**src/common/pcg_regs.svh**
```systemverilog
// Purpose: Offsets, field positions, reset values for the port C gang block
// Assumes: Word-aligned Wishbone slave, byte addresses
// Notes:   Included by bare name
`ifndef PCG_REGS_SVH
`define PCG_REGS_SVH

// ----------------------------------------
// Register byte offsets
// ----------------------------------------
`define PCG_OFF_DATA      6'h00
`define PCG_OFF_DIR       6'h04
`define PCG_OFF_PULL      6'h08
`define PCG_OFF_SLEW      6'h0c
`define PCG_OFF_DRIVE     6'h10
`define PCG_OFF_GANG      6'h14

// ----------------------------------------
// Field positions and reset values
// ----------------------------------------
`define PCG_GANG_EN_BIT   0
`define PCG_GANG_SEL_LSB  1
`define PCG_GANG_SEL_MSB  7
`define PCG_RST_PORT      4'h0
`define PCG_RST_GANG      8'h00

`endif

```
**src/common/pcg_pkg.sv**
```systemverilog
// Purpose: Types shared by the port C gang block
// Assumes: Four-pin port
// Notes:   Constants live in pcg_regs.svh
package pcg_pkg;

  // ----------------------------------------
  // Types
  // ----------------------------------------
  typedef enum logic [1:0] {
    PCG_IDLE = 2'b01,
    PCG_ACK  = 2'b10
  } pcg_bus_state_type;

endpackage

```
**src/core/pcg_port.sv**
```systemverilog
// Purpose: Four-pin port C with slew, drive and ganged output control
// Assumes: Classic Wishbone slave, pins synchronous to clk_i
// Notes:   Gang pins beyond the four local ones leave as gang outputs
`timescale 1ns/1ns
`include "pcg_regs.svh"

module pcg_port #(
  parameter int PINS = 4
) (
  input  wire logic            clk_i,
  input  wire logic            rst_i,
  input  wire logic            ce_i,
  input  wire logic [5:0]      adr_i,
  input  wire logic [31:0]     dat_i,
  output logic      [31:0]     dat_o,
  input  wire logic            we_i,
  input  wire logic [3:0]      sel_i,
  input  wire logic            cyc_i,
  input  wire logic            stb_i,
  output logic                 ack_o,
  input  wire logic [PINS-1:0] pin_i,
  output logic      [PINS-1:0] pin_o,
  output logic      [PINS-1:0] pin_oe_o,
  output logic      [PINS-1:0] pull_en_o,
  output logic      [PINS-1:0] slew_en_o,
  output logic      [PINS-1:0] drive_high_o,
  output logic      [7:1]      gang_member_o,
  output logic                 gang_data_o,
  output logic                 gang_slew_o,
  output logic                 gang_drive_o
);

  // ----------------------------------------
  // Elaboration check
  // ----------------------------------------
  initial begin
    if (PINS < 1 || PINS > 8) begin
      $error("pcg_port: PINS must be 1 to 8");
    end
  end

  // ----------------------------------------
  // State
  // ----------------------------------------
  typedef struct packed {
    pcg_pkg::pcg_bus_state_type bus;
    logic [PINS-1:0]            data;
    logic [PINS-1:0]            dir;
    logic [PINS-1:0]            pull;
    logic [PINS-1:0]            slew;
    logic [PINS-1:0]            drive;
    logic [31:0]                rdata;
  } pcg_state_type;

  pcg_state_type state_reg;
  pcg_state_type state_next;

  logic       req;
  logic       wr_lane0;
  logic       gang_wr;
  logic [7:0] gang_val;
  logic       gang_en;
  logic [7:1] gang_sel;

  // Effective pin settings; eff_dir is also read by the data read mux below
  logic [PINS-1:0] eff_dir;
  logic [PINS-1:0] member;
  logic [PINS-1:0] eff_data;
  logic [PINS-1:0] eff_slew;
  logic [PINS-1:0] eff_drive;

  // Bus request and low-lane write
  assign req      = cyc_i && stb_i;
  assign wr_lane0 = req && we_i && sel_i[0]
                    && state_reg.bus == pcg_pkg::PCG_IDLE;
  assign gang_wr  = wr_lane0 && adr_i == `PCG_OFF_GANG;

  pcg_wo_reg #(
    .WIDTH    (8)
  ) u_gang (
    .clk_i    (clk_i),
    .rst_i    (rst_i),
    .ce_i     (ce_i),
    .wr_i     (gang_wr),
    .wdata_i  (dat_i[7:0]),
    .value_o  (gang_val),
    .locked_o ()
  );

  assign gang_en  = gang_val[`PCG_GANG_EN_BIT];
  assign gang_sel = gang_val[`PCG_GANG_SEL_MSB:`PCG_GANG_SEL_LSB];

  // Zero-extend a port field to a bus word
  function automatic logic [31:0] pcg_word(input logic [PINS-1:0] v);
    pcg_word = 32'h0000_0000;
    pcg_word[PINS-1:0] = v;
  endfunction

  // Bus handshake, register writes and read mux
  always_comb begin
    state_next = state_reg;
    case (state_reg.bus)
      pcg_pkg::PCG_IDLE: begin
        if (req) begin
          state_next.bus = pcg_pkg::PCG_ACK;
          if (adr_i == `PCG_OFF_DATA) begin
            state_next.rdata = pcg_word((state_reg.data & eff_dir)
                                        | (pin_i & ~eff_dir));
          end else if (adr_i == `PCG_OFF_DIR) begin
            state_next.rdata = pcg_word(state_reg.dir);
          end else if (adr_i == `PCG_OFF_PULL) begin
            state_next.rdata = pcg_word(state_reg.pull);
          end else if (adr_i == `PCG_OFF_SLEW) begin
            state_next.rdata = pcg_word(state_reg.slew);
          end else if (adr_i == `PCG_OFF_DRIVE) begin
            state_next.rdata = pcg_word(state_reg.drive);
          end else if (adr_i == `PCG_OFF_GANG) begin
            state_next.rdata = {24'h000000, gang_val};
          end else begin
            state_next.rdata = 32'h0000_0000;
          end
          if (wr_lane0) begin
            if (adr_i == `PCG_OFF_DATA) begin
              state_next.data = dat_i[PINS-1:0];
            end else if (adr_i == `PCG_OFF_DIR) begin
              state_next.dir = dat_i[PINS-1:0];
            end else if (adr_i == `PCG_OFF_PULL) begin
              state_next.pull = dat_i[PINS-1:0];
            end else if (adr_i == `PCG_OFF_SLEW) begin
              state_next.slew = dat_i[PINS-1:0];
            end else if (adr_i == `PCG_OFF_DRIVE) begin
              state_next.drive = dat_i[PINS-1:0];
            end
          end
        end
      end
      pcg_pkg::PCG_ACK: begin
        state_next.bus = pcg_pkg::PCG_IDLE;
      end
      default: begin
        state_next.bus = pcg_pkg::PCG_IDLE;
      end
    endcase
  end

  // State register
  always_ff @(posedge clk_i) begin
    if (rst_i) begin
      state_reg.bus   <= pcg_pkg::PCG_IDLE;
      state_reg.data  <= PINS'(`PCG_RST_PORT);
      state_reg.dir   <= PINS'(`PCG_RST_PORT);
      state_reg.pull  <= PINS'(`PCG_RST_PORT);
      state_reg.slew  <= PINS'(`PCG_RST_PORT);
      state_reg.drive <= PINS'(`PCG_RST_PORT);
      state_reg.rdata <= 32'h0000_0000;
    end else if (ce_i) begin
      state_reg <= state_next;
    end
  end

  // ----------------------------------------
  // Pin control
  // ----------------------------------------

  // Gang membership and effective settings
  always_comb begin
    member = '0;
    for (int i = 1; i < PINS; i++) begin
      member[i] = gang_en && gang_sel[i];
    end
    eff_dir = state_reg.dir;
    if (gang_en) begin
      eff_dir[0] = 1'b1;
    end
    eff_data  = state_reg.data;
    eff_slew  = state_reg.slew;
    eff_drive = state_reg.drive;
    for (int i = 1; i < PINS; i++) begin
      if (member[i]) begin
        eff_dir[i]   = 1'b1;
        eff_data[i]  = state_reg.data[0];
        eff_slew[i]  = state_reg.slew[0];
        eff_drive[i] = state_reg.drive[0];
      end
    end
  end

  assign pin_oe_o     = eff_dir;
  assign pin_o        = eff_data & eff_dir;
  // Pulls only on inputs
  assign pull_en_o    = state_reg.pull & ~eff_dir;
  assign slew_en_o    = eff_slew & eff_dir;
  assign drive_high_o = eff_drive & eff_dir;

  // Gang outputs: member select for all pins 1 to 7, this port's included, plus pin 0 settings
  assign gang_member_o = gang_en ? gang_sel : 7'h00;
  assign gang_data_o   = state_reg.data[0];
  assign gang_slew_o   = state_reg.slew[0];
  assign gang_drive_o  = state_reg.drive[0];

  assign ack_o = state_reg.bus == pcg_pkg::PCG_ACK;
  assign dat_o = state_reg.rdata;

endmodule

```
**src/core/pcg_wo_reg.sv**
```systemverilog
// Purpose: Write-once control register, locked after first write
// Assumes: Synchronous active-high reset
// Notes:   Read data comes out of the register itself
`timescale 1ns/1ns
`include "pcg_regs.svh"

module pcg_wo_reg #(
  parameter int WIDTH = 8
) (
  input  wire logic             clk_i,
  input  wire logic             rst_i,
  input  wire logic             ce_i,
  input  wire logic             wr_i,
  input  wire logic [WIDTH-1:0] wdata_i,
  output logic      [WIDTH-1:0] value_o,
  output logic                  locked_o
);

  // ----------------------------------------
  // State
  // ----------------------------------------
  typedef struct packed {
    logic [WIDTH-1:0] value;
    logic             locked;
  } pcg_wo_state_type;

  pcg_wo_state_type state_reg;
  pcg_wo_state_type state_next;

  initial begin
    if (WIDTH < 1) begin
      $error("pcg_wo_reg: WIDTH must be at least one");
    end
  end

  // Capture on first write, then hold
  always_comb begin
    state_next = state_reg;
    if (wr_i && !state_reg.locked) begin
      state_next.value  = wdata_i;
      state_next.locked = 1'b1;
    end
  end

  // Register with clock enable
  always_ff @(posedge clk_i) begin
    if (rst_i) begin
      state_reg.value  <= WIDTH'(`PCG_RST_GANG);
      state_reg.locked <= 1'b0;
    end else if (ce_i) begin
      state_reg <= state_next;
    end
  end

  assign value_o  = state_reg.value;
  assign locked_o = state_reg.locked;

endmodule
```
**config.mk**
```make
export PLATFORM = sky130hd
export DESIGN_NAME = pcg_port
export DESIGN_NICKNAME = d
export VERILOG_FILES = /design/src/common/pcg_pkg.sv /design/src/core/pcg_port.sv /design/src/core/pcg_wo_reg.sv
export VERILOG_INCLUDE_DIRS = /design/src /design/src/common
export SDC_FILE = /design/constraint.sdc
export NUM_CORES = 1
export LEC_CHECK = 0
export ABC_AREA = 0
export BUFFER_PORTS_ARGS = -buffer_cell sky130_fd_sc_hd__buf_2
export CELL_PAD_IN_SITES_DETAIL_PLACEMENT = 1
export CELL_PAD_IN_SITES_GLOBAL_PLACEMENT = 1
export CORE_MARGIN = 4
export CORE_UTILIZATION = 25
export DETAILED_ROUTE_END_ITERATION = 10
export PLACE_DENSITY = 0.75
export SETUP_SLACK_MARGIN = 0.4
export SLEW_MARGIN = 15
export SYNTH_ARGS = -nofsm -noshare
export SYNTH_HDL_FRONTEND = slang
export SYNTH_SLANG_ARGS = --single-unit
```
**constraint.sdc**
```tcl
create_clock -name clk_i -period 1.9 [get_ports clk_i]
set_input_delay 0.38 -clock clk_i [delete_from_list [all_inputs] [get_ports clk_i]]
set_output_delay 0.38 -clock clk_i [all_outputs]
set_load 0.01 [all_outputs]
```
### Word-level counts from Yosys, hierarchy flattened

Index checks and enable logic that the tools add are counted.

| operators by class | value |
|---|---|
| equality and inequality tests | 8 |
| mux-type cells | 32 |
| reductions and logical operators | 19 |
| bitwise logic cells | 12 |

Operators with widths:

| kind | number |
|---|---|
| $mux W8 | 7 |
| $mux W54 | 1 |
| $and A4 B4 Y4 | 6 |
| $mux W4 | 6 |
| $mux W20 | 1 |
| $mux W16 | 1 |
| $mux W1 | 13 |
| $eq A6 B4 Y1 const B | 2 |
| $eq A6 B5 Y1 const B | 2 |
| $mux W12 | 1 |
| $logic_and A1 B1 Y1 | 9 |
| $reduce_and A9 Y1 | 1 |
| $reduce_and A8 Y1 | 1 |
| $mux W7 | 1 |
| $reduce_and A7 Y1 | 1 |
| $eq A6 B3 Y1 const B | 1 |
| $logic_not A6 Y1 | 1 |
| $reduce_and A6 Y1 | 1 |
| $reduce_and A5 Y1 | 1 |
| $not A1 Y1 | 4 |
| $not A4 Y4 | 1 |
| $or A4 B4 Y4 | 1 |
| $reduce_and A2 Y1 | 2 |
| $reduce_and A3 Y1 | 1 |
| 5 further kinds | 5 |

| storage, ports and cells | value |
|---|---|
| register bits | 63 |
| logic and storage cells | 80 |
| output and inout bits | 63 |
| bits of input ports | 52 |

### Depth between registers and ports, before layout

| logic depth | value |
|---|---|
| word-level depth | 9 |
| gate-level depth with buffers | 6 |
| depth with buffers taken out | 4 |

### Hierarchy

From an unflattened synthesis, not the netlist that was laid out.

| unflattened totals | value |
|---|---|
| cells, all modules | 289 |
| area total of the unflattened synthesis | 2379.8 sq um |

By module, submodules not included:

| module | cells an instance | instances | area an instance (sq um) |
|---|---|---|---|
| pcg_port | 251 | 1 | 1986.9 |
| pcg_wo_reg | 38 | 1 | 392.9 |

### Worst setup path after synthesis

OpenSTA, ideal clock, no wires.

| timing | value |
|---|---|
| kind | input-to-reg |
| from | input adr_i[1] |
| to | register u_gang.state_reg (netlist bit u_gang.value_o[0]) |
| path buffers | 2 |
| slack | 0.018 ns |
| data required time | 1.768 ns |
| setup time | 0.132 ns |
| cell stages on the path | 6 |
| arrival time | 1.750 ns |
| cells stage by stage | or4b_1 > buf_2 > or4_1 > buf_2 > o21ai_1 > a21oi_1 |

| on the way | value |
|---|---|
| word-level cells in the longest chain between the ends | 4 |

RTL lines:

| item | line | RTL |
|---|---|---|
| start: declaration | pcg_port.sv:13 | `input wire logic [5:0] adr_i,` |
| $eq A6 B5 Y1 (no line) | -- |  |
| $logic_and A1 B1 Y1 (no line) | -- |  |
| $logic_and A1 B1 Y1 | pcg_wo_reg.sv:39 | `if (wr_i && !state_reg.locked) begin` |
| $reduce_and A2 Y1 (no line) | -- |  |
| end signal: assignment | pcg_wo_reg.sv:51 | `state_reg <= state_next;` |
| end: declaration | pcg_wo_reg.sv:27 | `pcg_wo_state_type state_reg;` |

No other way between the ends.
A chain may end at the register's enable or synchronous reset.

### Worst setup path in the final report

| timing | value |
|---|---|
| from | input adr_i[1] |
| to | register u_gang.state_reg (netlist bit u_gang.value_o[1]) |

Same word-level chain as after synthesis.

==> results <==
- The CTS sink count is 39.
- The library cell used most frequently in the layout, excluding fill and tap cells, is sky130_fd_sc_hd__buf_2.
- The final global-route overflow total is 0.
- Setup repair after global routing could not meet its margin everywhere.
- The number of clock buffers added by TritonCTS is 5.
- The number of slew-limit violations in the final report was 0.
- The I/O pin total is approximately 120.
- The final antenna diode count is 0.
- The critical path data arrival time is around 1.8 ns.
- The worst path needs approximately 1.7 ns of the cycle, external delays included.
- Of the total power, combinational logic draws 0.131.
- The hold violation count in the final report is 0.
- The synthesis-to-layout area growth is 46.0%.
- The post-detailed-placement half-perimeter wirelength is between 5 and 6 mm.
- The worst-case headroom to the max-slew limit is 0.530.
- No sink is reached through more buffers than the 2 on the longest clock path.
- The clock tree from TritonCTS is yes.
- The post-layout instance count excluding filler cells is between 400 and 500.
- The starting density of the core is 0.259.
- The proportion of synthesized chip area in sequential cells is 0.344.
- The number of global-route vias before repair was 2324.
- The library cells used most frequently in the layout, excluding fill and tap cells, are sky130_fd_sc_hd__buf_2, sky130_fd_sc_hd__dfxtp_1, sky130_fd_sc_hd__buf_4, sky130_fd_sc_hd__nand2b_1, sky130_fd_sc_hd__mux2i_1.
- The weighted congestion reported at the end of routability-driven placement is 0.787.
- The initial antenna violation count came to 0.
- The switching part of the total power is 0.268.
- The clock tree root buffer cell is sky130_fd_sc_hd__clkbuf_8.
- The first global-routing pass estimated about 12 mm of wire.
- On the final layout, the worst clock skew is around 0.0054 ns.
- In this run, distinct cell masters in the synthesized netlist total 35.
- Of the total power, registers draw 0.518.
- The run finished with clean final reports.
- The post-synthesis average cell area is 8.31 µm².
- During synthesis, Yosys emitted a total of 0 warnings.
- Hold repair after CTS inserted 0 buffers.
- For the final routed database, the setup TNS stands at 0 ns.
- The total area inside the core boundary comes to approximately 9000 µm².
- The CTS H-tree depth is 2.
- The number of placed instances, taps included is approximately 450.
- The maximum number of pins on one net before global-route repair is between 40 and 50.
- STA classifies the critical path startpoint as an input pin.
- Across every metal layer, demand over resource in global routing totals 0.147.
- The static leakage is 0.00160 µW.
- Data on the critical path is required at its endpoint by 2.05 ns.
- The maximum clock rate is 0.594 GHz.
- The post-synthesis instance total is roughly 270.
- At the end of the flow, the number of nets in the layout was ~420.
- The register with the most flip-flops in the layout has 19 of them.
- The first-iteration detailed-routing DRC count is a little under 70.
- Input and output buffers added on the ports amount to 63.
- For the worst-skew pair, the clock arrives at the later sink with an insertion delay of slightly below 0.3 ns.
- For the pin with the worst max-slew slack, the measured transition is between 0.7 and 0.8 ns.
- In this run the power density over the cells is 480 nW/µm².
- The worst setup path is captured at a register.
- The detailed-router iteration count before antenna repair is 4.
- The layout cell share with drive strength beyond 1 is 0.470.
- The average routed wire per standard cell is 17.2 µm.
- The total length of routed wires is ~8.2 mm.
- The maximum fanout along the worst path is 8.
- After floorplanning, the core was divided into 34 placement rows.
- The die extent in x is between 100 and 150 µm.
- After detailed routing, the number of vias per cell comes to 4.71.
- The register bit count reported by yosys is 39.
- For this run, design rule violations remaining after detail routing come to 0.
- The worst hold path belongs to the class in2reg.
- Dividing the final minimum period by the clock period gives 0.886.
- The die covers about 11000 µm².
- The routed layout has between 2000 and 2500 vias.
- The type of the worst setup path is in2reg.
- Internal power comes to 1160 µW.
- The number of max-capacitance violations reported is 0.
- The y dimension of the die is ~100 µm.
- Once detail routing completed, the nets flagged for antenna violations numbered 0.
- The share of total power dissipated in the clock network is 0.352.
- In this run the power spent charging and discharging nets is around 430 µW.
- The post-synthesis instance area is 2270 µm².
- Setup violations remaining at the end of the flow were counted as 0.
- Clock-pin slew was measured on the worst setup and hold paths at 0.08 ns.
- The peak supply drop is approximately 0.2 mV.
==> stage by stage <==
step	cell area (µm²)	utilization	power [µW]	worst slack [ns]	hold WS, ns
after floorplan	2390	-	975	0.0202	0.451
after global placement	2700	0.308	1000	-0.0374	0.461
after detailed placement	2700	0.308	1000	-0.0750	0.478
after CTS	3080	0.352	1570	0.239	0.338
after global routing	3310	0.378	1640	0.161	0.351
final	3310	0.378	1590	0.217	0.342
==> metal layers <==
| layer | GRT usage | vias up | wire [µm] |
|---|---|---|---|
| li1 | - | 1072 | - |
| met1 | 0.180 | 1091 | 3580 |
| met2 | 0.244 | 61 | 4110 |
| met3 | 0.0449 | 9 | 372 |
| met4 | 0.0548 | 0 | 106 |
| met5 | 0 | - | 0 |
==> path summary, 6_finish.rpt <==
path | startpoint | endpoint | slack, ns | cells after the start
max | adr_i[1] | u_gang.value_o[1] | 0.22 | 5
min | dat_i[4] | u_gang.value_o[4] | 0.34 | 3
max reg2reg | state_reg[52] | u_gang.value_o[1] | 0.29 | 5
min reg2reg | u_gang.value_o[6] | u_gang.value_o[6] | 0.48 | 2
==> synthesized netlist by cell type <==
library cell / instances / area share
sky130_fd_sc_hd__a22oi_1: 5 / 0.017
sky130_fd_sc_hd__nor4_4: 1 / 0.0094
sky130_fd_sc_hd__and4_1: 1 / 0.0039
sky130_fd_sc_hd__nand4b_1: 1 / 0.0039
sky130_fd_sc_hd__a2bb2oi_1: 4 / 0.015
sky130_fd_sc_hd__mux2_2: 3 / 0.015
sky130_fd_sc_hd__inv_1: 7 / 0.012
sky130_fd_sc_hd__nand4_1: 1 / 0.0028
sky130_fd_sc_hd__nand2b_1: 27 / 0.074
sky130_fd_sc_hd__and2_1: 11 / 0.030
sky130_fd_sc_hd__clkbuf_1: 7 / 0.012
sky130_fd_sc_hd__a2111oi_0: 3 / 0.012
sky130_fd_sc_hd__a21oi_1: 13 / 0.029
sky130_fd_sc_hd__mux2i_1: 25 / 0.11
sky130_fd_sc_hd__nor4_1: 4 / 0.011
sky130_fd_sc_hd__nor3_1: 3 / 0.0066
sky130_fd_sc_hd__buf_4: 32 / 0.11
sky130_fd_sc_hd__clkbuf_2: 1 / 0.0022
sky130_fd_sc_hd__nand3_1: 19 / 0.042
sky130_fd_sc_hd__o21ai_1: 8 / 0.018
sky130_fd_sc_hd__nor2b_1: 5 / 0.014
sky130_fd_sc_hd__nor4_2: 1 / 0.0055
sky130_fd_sc_hd__nand3b_1: 1 / 0.0033
sky130_fd_sc_hd__or4_1: 1 / 0.0033
sky130_fd_sc_hd__o21bai_1: 1 / 0.0033
sky130_fd_sc_hd__conb_1: 1 / 0.0017
sky130_fd_sc_hd__buf_2: 3 / 0.0066
sky130_fd_sc_hd__o41ai_1: 1 / 0.0039
sky130_fd_sc_hd__nand2_1: 24 / 0.040
sky130_fd_sc_hd__nor2_1: 14 / 0.023
sky130_fd_sc_hd__a211oi_1: 2 / 0.0066
sky130_fd_sc_hd__dfxtp_1: 39 / 0.34
sky130_fd_sc_hd__or2_2: 1 / 0.0028
sky130_fd_sc_hd__or4b_1: 1 / 0.0044
sky130_fd_sc_hd__a221oi_1: 2 / 0.0077
==> power by group through the flow <==
| stage | Clock (µW) | Combinational, µW | Sequential, µW |
|---|---|---|---|
| after global placement | 0 | 157 | 843 |
| after CTS | 558 | 186 | 823 |
| after detailed placement | 0 | 161 | 844 |
| final | 559 | 208 | 823 |
| after floorplan | 0 | 131 | 844 |
| after global routing | 587 | 226 | 824 |
==> area by class of cell <==
class / instances / area (µm²)
Clock buffer: 7 / 76.3
Timing Repair Buffer: 105 / 747
Tap cell: 108 / 135
Multi-Input combinational cell: 207 / 1520
Fill cell: 1045 / 5450
Clock inverter: 1 / 5.00
Sequential cell: 39 / 792
Inverter: 7 / 33.8
==> critical path, stage by stage <==
cell and delay, ns:
sky130_fd_sc_hd__buf_8 0.09, sky130_fd_sc_hd__or4b_4 0.58, sky130_fd_sc_hd__or4_4 0.53, sky130_fd_sc_hd__o21ai_2 0.17, sky130_fd_sc_hd__a21oi_1 0.08
==> timing repair <==
| item | CTS | global route |
|---|---|---|
| gates resized for setup | 65 | 36 |
| endpoints found under the setup margin | 62 | 57 |
| pin swaps | 7 | 18 |
| buffers inserted | 8 | 13 |
==> kinds of logic after synthesis <==
kind of cell | count (synthesis) | share of synthesized area
other cells | 1 | 0.00165
flops | 39 | 0.344
compound gates | 39 | 0.111
buf+inv | 50 | 0.138
mux | 28 | 0.125
simple gates | 116 | 0.280
Power figures use the tool's default switching activity.
